**config.mk**
```make
export PLATFORM = sky130hd
export DESIGN_NAME = pies_top
export DESIGN_NICKNAME = d
export VERILOG_FILES = /design/src/shared/pies_pkg.sv /design/src/shared/pies_ifc.sv /design/src/core/pies_sync.sv /design/src/core/pies_timeout.sv /design/src/core/pies_top.sv
export SDC_FILE = /design/constraint.sdc
export NUM_CORES = 1
export LEC_CHECK = 0
export BUFFER_PORTS_ARGS = -buffer_cell sky130_fd_sc_hd__buf_2
export CORE_MARGIN = 4
export CORE_UTILIZATION = 35
export DETAILED_ROUTE_END_ITERATION = 10
export HOLD_SLACK_MARGIN = 0.03
export PLACE_DENSITY = 0.58
export SKIP_LAST_GASP = 1
export SYNTH_ARGS = -nofsm -noshare
export SYNTH_HDL_FRONTEND = slang
export SYNTH_HIERARCHICAL = 1
export SYNTH_SLANG_ARGS = --single-unit
```
**constraint.sdc**
```tcl
create_clock -name i_ref_clk -period 4 [get_ports i_ref_clk]
set_input_delay 0.8 -clock i_ref_clk [delete_from_list [all_inputs] [get_ports i_ref_clk]]
set_output_delay 0.8 -clock i_ref_clk [all_outputs]
set_load 0.01 [all_outputs]
```
**src/shared/pies_pkg.sv**
```systemverilog
// Purpose: Constants for the initiator error status block.
// Assumes: 32-bit register port, 16-bit byte addresses, one clock.
// Notes: Every offset, field position, reset value and count lives here.
// How it works
// - A TRDY wait longer than the limit sets status bit 1.
// - A retry count over the limit sets status bit 0.
// - Both flags reset to zero, stay set, clear only on writing one.
// - Enable bit 1 lets the TRDY timeout flag raise the interrupt.
// - Enable bit 0 lets the retry limit flag raise the interrupt.
// - In card mode local writes to config status and power control are blocked.
// - Card status bits 25:24 mirror the host power state, read only.
// - Card status bit 23 mirrors the power event enable, read only.
// - Card status bits 15 and 8 mirror the parity error bits.
// - Card status bits 14 to 11 mirror the system error and abort bits.
// - Card status bits 10:9 always read 01.
// - Retry limit field 15:8, default 0x80, zero disables the check.
// - TRDY wait field 7:0, default 0x80, zero disables the check.
package pies_pkg;
    localparam int ADDR_W = 16;
    localparam int DATA_W = 32;
    localparam int LIMIT_W = 8;

    localparam logic [15:0] OFF_TIMEOUT_COUNT = 16'hd040;
    localparam logic [15:0] OFF_ERR_STATUS = 16'hd080;
    localparam logic [15:0] OFF_IRQ_EN = 16'hd084;
    localparam logic [15:0] OFF_CARD_STATUS = 16'hd088;
    localparam logic [15:0] OFF_CFG_STATUS_CMD = 16'hd0a0;
    localparam logic [15:0] OFF_CFG_PMCSR = 16'hd0a4;

    localparam int BIT_TRDY = 1;
    localparam int BIT_RETRY = 0;
    localparam int RETRY_LSB = 8;
    localparam int TRDY_LSB = 0;
    localparam logic [7:0] RETRY_LIMIT_RST = 8'h80;
    localparam logic [7:0] TRDY_LIMIT_RST = 8'h80;
    localparam logic [1:0] ERR_RST = 2'h0;
    localparam logic [1:0] IRQ_EN_RST = 2'h0;

    // Host shadow vector layout as it arrives on i_host_shadow.
    localparam int SHW_W = 9;
    localparam int SHW_PS_LSB = 7;
    localparam int SHW_PME = 6;
    localparam int SHW_DPE = 5;
    localparam int SHW_SSE = 4;
    localparam int SHW_RMA = 3;
    localparam int SHW_RTA = 2;
    localparam int SHW_STA = 1;
    localparam int SHW_MASTER_PARITY_ERROR_COPY = 0;
    localparam logic [8:0] SHW_RST = 9'h000;

    // Field positions inside the card mode status copy.
    localparam int CS_PS_LSB = 24;
    localparam int CS_PME = 23;
    localparam int CS_DPE = 15;
    localparam int CS_SSE = 14;
    localparam int CS_RMA = 13;
    localparam int CS_RTA = 12;
    localparam int CS_STA = 11;
    localparam int CS_DT_LSB = 9;
    localparam int CS_MASTER_PARITY_ERROR_COPY = 8;
    localparam logic [1:0] DEVSEL_TIMING = 2'h1;

    typedef enum logic [2:0] {
        PIES_IDLE = 3'b001,
        PIES_WAIT = 3'b010,
        PIES_HELD = 3'b100
    } pies_wait_state_t;
endpackage

```
**src/shared/pies_ifc.sv**
```systemverilog
`timescale 1ns/100ps
// Purpose: Carries limits, initiator activity and timeout events.
// Assumes: Both ends run on the register clock.
// Notes: Timeout events are one-cycle pulses.
interface pies_ifc;
    logic [7:0] trdy_limit;
    logic [7:0] retry_limit;
    logic wait_trdy;
    logic retry_term;
    logic txn_end;
    logic trdy_timeout;
    logic retry_timeout;

    modport ctl (
        output trdy_limit,
        output retry_limit,
        output wait_trdy,
        output retry_term,
        output txn_end,
        input trdy_timeout,
        input retry_timeout
    );

    modport det (
        input trdy_limit,
        input retry_limit,
        input wait_trdy,
        input retry_term,
        input txn_end,
        output trdy_timeout,
        output retry_timeout
    );
endinterface

```
**src/core/pies_sync.sv**
```systemverilog
`timescale 1ns/100ps
// Purpose: Two-flop synchroniser for a bundle of slow levels.
// Assumes: Bits change rarely; bundles may be torn across one cycle.
// Notes: The first stage is read only by the second stage.
module pies_sync #(
    parameter int W = 1
) (
    input wire logic i_ref_clk,
    input wire logic i_reset,
    input wire logic [W-1:0] i_async,
    output logic [W-1:0] o_sync
);
    logic [W-1:0] meta;
    logic [W-1:0] next_meta;
    logic [W-1:0] next_sync;

    always_comb
    begin
        next_meta = i_async;
        next_sync = meta;
        if (i_reset)
        begin
            next_meta = '0;
            next_sync = '0;
        end
    end

    always_ff @(posedge i_ref_clk)
    begin
        meta <= next_meta;
        o_sync <= next_sync;
    end
endmodule

```
**src/core/pies_timeout.sv**
```systemverilog
`timescale 1ns/100ps
// Purpose: Detects TRDY wait and retry count overruns of the initiator.
// Assumes: Initiator activity signals are on the register clock.
// Notes: A limit of zero turns its check off.
module pies_timeout (
    input wire logic i_ref_clk,
    input wire logic i_reset,
    pies_ifc.det bus
);
    pies_pkg::pies_wait_state_t state;
    pies_pkg::pies_wait_state_t next_state;
    logic [7:0] wait_cnt;
    logic [7:0] next_wait_cnt;
    logic [7:0] retry_cnt;
    logic [7:0] next_retry_cnt;
    logic trdy_ev;
    logic next_trdy_ev;
    logic retry_ev;
    logic next_retry_ev;

    always_comb
    begin
        next_state = state;
        next_wait_cnt = wait_cnt;
        next_trdy_ev = 1'b0;
        case (state)
            pies_pkg::PIES_IDLE:
            begin
                if (bus.wait_trdy && bus.trdy_limit != 8'h00)
                begin
                    next_state = pies_pkg::PIES_WAIT;
                    next_wait_cnt = 8'h01;
                end
            end
            pies_pkg::PIES_WAIT:
            begin
                if (!bus.wait_trdy || bus.trdy_limit == 8'h00)
                begin
                    next_state = pies_pkg::PIES_IDLE;
                end
                else if (wait_cnt >= bus.trdy_limit)
                begin
                    // One event per stall; HELD waits for the stall to end.
                    next_state = pies_pkg::PIES_HELD;
                    next_trdy_ev = 1'b1;
                end
                else
                begin
                    next_wait_cnt = wait_cnt + 8'h01;
                end
            end
            pies_pkg::PIES_HELD:
            begin
                if (!bus.wait_trdy)
                begin
                    next_state = pies_pkg::PIES_IDLE;
                end
            end
            default:
            begin
                next_state = pies_pkg::PIES_IDLE;
            end
        endcase

        next_retry_cnt = retry_cnt;
        next_retry_ev = 1'b0;
        if (bus.txn_end)
        begin
            next_retry_cnt = 8'h00;
        end
        else if (bus.retry_term)
        begin
            if (bus.retry_limit != 8'h00 && retry_cnt >= bus.retry_limit)
            begin
                next_retry_ev = 1'b1;
                next_retry_cnt = 8'h00;
            end
            else if (retry_cnt != 8'hff)
            begin
                next_retry_cnt = retry_cnt + 8'h01;
            end
        end

        if (i_reset)
        begin
            next_state = pies_pkg::PIES_IDLE;
            next_wait_cnt = 8'h00;
            next_trdy_ev = 1'b0;
            next_retry_cnt = 8'h00;
            next_retry_ev = 1'b0;
        end
    end

    always_ff @(posedge i_ref_clk)
    begin
        state <= next_state;
        wait_cnt <= next_wait_cnt;
        trdy_ev <= next_trdy_ev;
        retry_cnt <= next_retry_cnt;
        retry_ev <= next_retry_ev;
    end

    assign bus.trdy_timeout = trdy_ev;
    assign bus.retry_timeout = retry_ev;
endmodule

```
**src/core/pies_top.sv**
```systemverilog
// The address-and-strobe port was left to the implementer.
`timescale 1ns/100ps
// Purpose: Initiator error flags, interrupt enables and card mode status copy.
// Assumes: Host shadow bits and card mode strap come from another domain.
// Notes: Read data stand only in the cycle after the read strobe.
module pies_top (
    input wire logic i_ref_clk,
    input wire logic i_reset,
    input wire logic [15:0] i_addr,
    input wire logic [31:0] i_wdata,
    input wire logic i_wr,
    input wire logic i_rd,
    output logic [31:0] o_rdata,
    input wire logic i_init_wait_trdy,
    input wire logic i_init_retry_term,
    input wire logic i_init_txn_end,
    input wire logic i_card_mode,
    input wire logic [8:0] i_host_shadow,
    input wire logic [31:0] i_cfg_status_cmd,
    input wire logic [31:0] i_cfg_pmcsr,
    output logic o_cfg_wr_status_cmd,
    output logic o_cfg_wr_pmcsr,
    output logic [31:0] o_cfg_wdata,
    output logic o_init_abort,
    output logic o_card_mode,
    output logic o_irq
);
    pies_ifc det_bus ();

    logic card_mode_s;
    logic [8:0] shadow_s;
    logic [15:0] timeout_count;
    logic [15:0] next_timeout_count;
    logic [1:0] err_flags;
    logic [1:0] next_err_flags;
    logic [1:0] irq_en;
    logic [1:0] next_irq_en;
    logic [8:0] shadow;
    logic [8:0] next_shadow;
    logic [31:0] next_rdata;
    logic next_irq;
    logic next_cfg_wr_status_cmd;
    logic next_cfg_wr_pmcsr;
    logic [31:0] next_cfg_wdata;
    logic next_init_abort;
    logic next_card_mode;
    logic [1:0] events;
    logic [1:0] clear_mask;
    logic [31:0] card_status_word;

    pies_sync #(
        .W(1)
    ) u_mode_sync (
        .i_ref_clk(i_ref_clk),
        .i_reset(i_reset),
        .i_async(i_card_mode),
        .o_sync(card_mode_s)
    );

    // The shadow bits may be torn for a cycle while the host changes them,
    // which is why software should read the power state twice in a row.
    pies_sync #(
        .W(pies_pkg::SHW_W)
    ) u_shadow_sync (
        .i_ref_clk(i_ref_clk),
        .i_reset(i_reset),
        .i_async(i_host_shadow),
        .o_sync(shadow_s)
    );

    pies_timeout u_timeout (
        .i_ref_clk(i_ref_clk),
        .i_reset(i_reset),
        .bus(det_bus.det)
    );

    assign det_bus.trdy_limit = timeout_count[pies_pkg::TRDY_LSB +: pies_pkg::LIMIT_W];
    assign det_bus.retry_limit = timeout_count[pies_pkg::RETRY_LSB +: pies_pkg::LIMIT_W];
    assign det_bus.wait_trdy = i_init_wait_trdy;
    assign det_bus.retry_term = i_init_retry_term;
    assign det_bus.txn_end = i_init_txn_end;

    always_comb
    begin
        card_status_word = 32'h0000_0000;
        card_status_word[pies_pkg::CS_PS_LSB +: 2] = shadow[pies_pkg::SHW_PS_LSB +: 2];
        card_status_word[pies_pkg::CS_PME] = shadow[pies_pkg::SHW_PME];
        card_status_word[pies_pkg::CS_DPE] = shadow[pies_pkg::SHW_DPE];
        card_status_word[pies_pkg::CS_MASTER_PARITY_ERROR_COPY] = shadow[pies_pkg::SHW_MASTER_PARITY_ERROR_COPY];
        card_status_word[pies_pkg::CS_SSE] = shadow[pies_pkg::SHW_SSE];
        card_status_word[pies_pkg::CS_RMA] = shadow[pies_pkg::SHW_RMA];
        card_status_word[pies_pkg::CS_RTA] = shadow[pies_pkg::SHW_RTA];
        card_status_word[pies_pkg::CS_STA] = shadow[pies_pkg::SHW_STA];
        card_status_word[pies_pkg::CS_DT_LSB +: 2] = pies_pkg::DEVSEL_TIMING;
    end

    always_comb
    begin
        events = 2'h0;
        events[pies_pkg::BIT_TRDY] = det_bus.trdy_timeout;
        events[pies_pkg::BIT_RETRY] = det_bus.retry_timeout;

        clear_mask = 2'h0;
        if (i_wr && i_addr == pies_pkg::OFF_ERR_STATUS)
        begin
            clear_mask = i_wdata[1:0];
        end
        // A new event in the clearing cycle wins, so no timeout is lost.
        next_err_flags = (err_flags & ~clear_mask) | events;

        if (i_reset)
        begin
            next_err_flags = pies_pkg::ERR_RST;
        end
    end

    always_ff @(posedge i_ref_clk)
    begin
        err_flags <= next_err_flags;
    end

    always_comb
    begin
        next_irq_en = irq_en;
        if (i_wr && i_addr == pies_pkg::OFF_IRQ_EN)
        begin
            next_irq_en = i_wdata[1:0];
        end

        if (i_reset)
        begin
            next_irq_en = pies_pkg::IRQ_EN_RST;
        end
    end

    always_ff @(posedge i_ref_clk)
    begin
        irq_en <= next_irq_en;
    end

    // The detector reads the limits straight from this register, so a new
    // limit also applies to a stall that is already being counted.
    always_comb
    begin
        next_timeout_count = timeout_count;
        if (i_wr && i_addr == pies_pkg::OFF_TIMEOUT_COUNT)
        begin
            next_timeout_count = i_wdata[15:0];
        end

        if (i_reset)
        begin
            next_timeout_count = {pies_pkg::RETRY_LIMIT_RST, pies_pkg::TRDY_LIMIT_RST};
        end
    end

    always_ff @(posedge i_ref_clk)
    begin
        timeout_count <= next_timeout_count;
    end

    // The copy follows the host in every mode. Local writes never reach it,
    // so a card that writes its own status cannot disturb the mirror.
    always_comb
    begin
        next_shadow = shadow_s;

        if (i_reset)
        begin
            next_shadow = pies_pkg::SHW_RST;
        end
    end

    always_ff @(posedge i_ref_clk)
    begin
        shadow <= next_shadow;
    end

    // The synchronised strap is registered once more so that it leaves as a flop.
    always_comb
    begin
        next_card_mode = card_mode_s;

        if (i_reset)
        begin
            next_card_mode = 1'b0;
        end
    end

    always_ff @(posedge i_ref_clk)
    begin
        o_card_mode <= next_card_mode;
    end

    // Gating on the registered mode keeps the write pulses in step with
    // o_card_mode as the outside sees it; a strap change costs one cycle.
    always_comb
    begin
        next_cfg_wr_status_cmd = i_wr && i_addr == pies_pkg::OFF_CFG_STATUS_CMD && !o_card_mode;
        next_cfg_wr_pmcsr = i_wr && i_addr == pies_pkg::OFF_CFG_PMCSR && !o_card_mode;

        if (i_reset)
        begin
            next_cfg_wr_status_cmd = 1'b0;
            next_cfg_wr_pmcsr = 1'b0;
        end
    end

    always_ff @(posedge i_ref_clk)
    begin
        o_cfg_wr_status_cmd <= next_cfg_wr_status_cmd;
        o_cfg_wr_pmcsr <= next_cfg_wr_pmcsr;
    end

    always_comb
    begin
        next_cfg_wdata = o_cfg_wdata;
        if (next_cfg_wr_status_cmd || next_cfg_wr_pmcsr)
        begin
            next_cfg_wdata = i_wdata;
        end

        if (i_reset)
        begin
            next_cfg_wdata = 32'h0000_0000;
        end
    end

    always_ff @(posedge i_ref_clk)
    begin
        o_cfg_wdata <= next_cfg_wdata;
    end

    // The abort pulse ends the initiator's transaction with an error.
    always_comb
    begin
        next_init_abort = det_bus.trdy_timeout || det_bus.retry_timeout;

        if (i_reset)
        begin
            next_init_abort = 1'b0;
        end
    end

    always_ff @(posedge i_ref_clk)
    begin
        o_init_abort <= next_init_abort;
    end

    // Read data fall back to zero outside the answer cycle, so a stale word
    // is never mistaken for a fresh one.
    always_comb
    begin
        next_rdata = 32'h0000_0000;
        if (i_rd)
        begin
            case (i_addr)
                pies_pkg::OFF_TIMEOUT_COUNT:
                begin
                    next_rdata = {16'h0000, timeout_count};
                end
                pies_pkg::OFF_ERR_STATUS:
                begin
                    next_rdata = {30'h0000_0000, err_flags};
                end
                pies_pkg::OFF_IRQ_EN:
                begin
                    next_rdata = {30'h0000_0000, irq_en};
                end
                pies_pkg::OFF_CARD_STATUS:
                begin
                    next_rdata = card_status_word;
                end
                pies_pkg::OFF_CFG_STATUS_CMD:
                begin
                    next_rdata = i_cfg_status_cmd;
                end
                pies_pkg::OFF_CFG_PMCSR:
                begin
                    next_rdata = i_cfg_pmcsr;
                end
                default:
                begin
                    next_rdata = 32'h0000_0000;
                end
            endcase
        end

        if (i_reset)
        begin
            next_rdata = 32'h0000_0000;
        end
    end

    always_ff @(posedge i_ref_clk)
    begin
        o_rdata <= next_rdata;
    end

    // Computed from next values so the output flop changes at the same edge
    // as the flags; a flag and its interrupt never disagree for a cycle.
    always_comb
    begin
        next_irq = |(next_err_flags & next_irq_en);
    end

    always_ff @(posedge i_ref_clk)
    begin
        o_irq <= next_irq;
    end
endmodule

```
==> run summary <==
Critical path class = input port to register
Crit path time final = 2.63 ns
Net count after synthesis = 718
Fillers = 1554
VDD IR max = 320 uV
CP Launch Type = input port
Yosys cell types = 59
Post-synth EDFFs = 0
# setup viols final = 0
Area Overhead vs Synth = 30.4%
WL/cell = 16.6 um
Slowest-stage cell, CP = and3b_1
Fin. max-slew vios = 0
Fin cells = 988
Chip width = 135 um
Kind of end point of the critical path = register
Vias in the first global route = 4970
Die area = 0.0183 mm2
Global-route wire length before repair = 25100 um
Sw Share = 21.0%
Hold_buf cts = 0
Yosys reg bits = 139
Tightest Pin Transition = 0.898 ns
GRT Total Usage = 17.6%
Reg power frac = 45.2%
Cell Chain, Critical Path = buf_2 -> nor4b_4 -> and4_1 -> and3b_1 -> a222oi_1 -> nor2_1
Hold Path Class = register to register
Clock power frac = 49.9%
Combinational power share = 4.8%
Worst skew pair latency = 0.41 ns
# port buffers = 197
Post-CTS sizing = 0
Synthesized area per cell = 9.92 um2
Area of the mapped netlist = 0.00567 mm2
Die Ht = 135 um
Gpl congestion = 0.887
WL final = 16400 um
CTS Buf Count = 17
Crit path buf inv count = 1
Largest delay contributor family on the critical path = simple AND/OR/NAND/NOR gates
Pwr Total = 3.11 mW
Nets = 907
P_int = 2.46 mW
Seq/Total Area, Yosys = 49.1%
Synth Flop Type = dfxtp_1
Vias = 4925
RSZ-0062 raised after global routing = no
Max Clk Rate = 0.380 GHz
Initial Util = 35.7%
Psw = 652 uW
Post-route setup TNS = 0 ns
Post-Syn Instances = 571
CTS sink count = 139
Drt drc = 0
First drt pass iteration count = 7
Pwr Density = 421 mW/mm2
Number of vias per cell = 4.98
IO Pins = 198
Final setup skew = 0.00689 ns
Largest net degree at the start of global routing = 71
Antenna-violating nets left = 0
Crit-path max cell delay = 0.82 ns
Max_slew headroom = 40.2%
Htree depth = 4
Max_cap viols = 0
Area of the multi-input gates = 0.00264 mm2
Bufs on Longest Clock Path = 2
Register area = 0.00278 mm2
Worst EP required = 4.34 ns
Leak = 3.44 nW
Worst-path clk slew = 0.06 ns
1st-iter DRT viols = 262
Status = complete, no violations
Initial antenna violation count = 0
Root Driver = clkbuf_16
FF-to-FF setup slack = 1.66 ns
Cell Rows = 46
Asr flop ratio synth = 0%
Final Hold Fails = 0
Overflow after GRT = 0
Post-CTS setup buffer count = 0
Synthesis Warnings = 6
Core ar. = 0.0159 mm2
Final worst path period share = 65.8%
Final HPWL DP = 12300 um
Critical path arrival = 2.97 ns
Layout cells sized above 1 = 32.9%
Post-placement cell count = 957
CTS tree = done
Inserted Diodes = 0
Crit-path max FO = 25
## flip-flops by register name, indices dropped and copies added (netlist names), 2 cells and up
register and cells:
o_cfg_wdata 32, o_rdata 32, timeout_count 16, shadow 9, u_shadow_sync/meta 9, u_shadow_sync/o_sync 9, u_timeout/retry_cnt 8, u_timeout/wait_cnt 8
u_timeout/state 3, err_flags 2, irq_en 2
## cells by family (layout without fill, tap and decap cells)
logic type / Yosys count / in the layout / share of synthesized area, %
compound gates: 84 / 84 / 11.8
xor+xnor: 9 / 9 / 1.39
fa+ha+maj: 18 / 18 / 3.98
buf+inv: 52 / 253 / 4.57
flops: 139 / 139 / 49.1
mux: 46 / 46 / 8.70
simple gates: 223 / 223 / 20.4
## worst register-to-register path, cell delays in order (launching register included)
cell and delay [ns]:
dfxtp_1 0.42, inv_1 0.07, ha_1 0.27, nand2b_4 0.15, a2111oi_4 0.43, o211ai_4 0.16, a21oi_1 0.38, nand4_1 0.20
mux2i_1 0.15
## synthesized netlist by cell type (3+ instances only)
master / n / area share (%)
dfxtp_1: 139 / 49
nor2_1: 89 / 5.9
mux2i_1: 38 / 6.7
nand2_1: 29 / 1.9
a21oi_1: 26 / 2.3
nor2b_1: 26 / 2.9
nand3_1: 21 / 1.9
inv_1: 20 / 1.3
ha_1: 18 / 4.0
a222oi_1: 16 / 2.8
a22oi_1: 15 / 2.0
buf_2: 12 / 1.1
clkbuf_1: 12 / 0.79
nand2b_1: 9 / 0.99
and2_1: 7 / 0.77
and2b_1: 7 / 0.93
mux2_2: 6 / 1.2
xor2_1: 6 / 0.93
nand4_1: 5 / 0.55
buf_6: 4 / 0.79
nor3_1: 4 / 0.35
nor4_1: 4 / 0.44
o21a_1: 4 / 0.53
o21ai_0: 4 / 0.35
and4_1: 3 / 0.46
xnor2_1: 3 / 0.46
## layer usage
metal  track usage [%]  vias up  routed length (um)
li1                  -     2381                   -
met1              20.6     2327                7000
met2              30.7      200                7920
met3              5.46       17                1270
met4              5.88        0                 208
met5                 0        -                   0
## power groups by stage
stage / Clock [mW] / Combinational, mW / Sequential (mW)
after global routing: 1.66 / 0.165 / 1.41
after floorplan: 0 / 0.0593 / 1.43
after detailed placement: 0 / 0.150 / 1.44
after global placement: 0 / 0.147 / 1.44
final: 1.55 / 0.149 / 1.41
after CTS: 1.59 / 0.151 / 1.41
## cells in the final DEF, fill, tap and decap left out, drive strengths merged, types with 3 or more instances in the layout
cell and count:
a2111oi 3, a21oi 26, a222oi 16, a22oi 15, and2 8, and2b 7, and3 3, and4 3
buf 202, clkbuf 26, dfxtp 139, ha 18, inv 20, mux2 6, mux2i 38, nand2 29
nand2b 10, nand3 22, nand4 6, nor2 89, nor2b 26, nor3 5, nor4 5, o21a 4
o21ai 5, xnor2 3, xor2 6
## final timing paths
check / to / start / cells past startpoint
hold reg to reg: shadow[1]$_SDFF_PP0_ / u_shadow_sync/o_sync[1]$_SDFF_PP0_ / 1
setup / recovery: o_rdata[2]$_SDFF_PP0_ / i_addr[8] / 6
hold / removal: shadow[1]$_SDFF_PP0_ / u_shadow_sync/o_sync[1]$_SDFF_PP0_ / 1
setup reg to reg: u_timeout/wait_cnt[3]$_SDFFE_PP0P_ / u_timeout/wait_cnt[0]$_SDFFE_PP0P_ / 8
## area by class of cell
class / count / area share [%]
Clock buffer: 26 / 7.30
Multi-Input combinational cell: 380 / 35.7
Timing Repair Buffer: 202 / 13.9
Inverter: 20 / 1.02
Sequential cell: 139 / 37.7
Clock inverter: 5 / 0.745
Tap cell: 216 / 3.66
## per-stage QoR
step / utilization [%] / hold WS (ns) / instance area [um2] / setup WS, ns
after global routing: 46.5 / 0.451 / 7390 / 1.18
after global placement: 42.8 / 0.417 / 6790 / 1.10
after CTS: 46.5 / 0.433 / 7390 / 1.39
after detailed placement: 42.8 / 0.424 / 6790 / 0.959
final: 46.5 / 0.427 / 7390 / 1.37
after floorplan: - / 0.411 / 5670 / 1.78
Power figures use the tool's default switching activity.
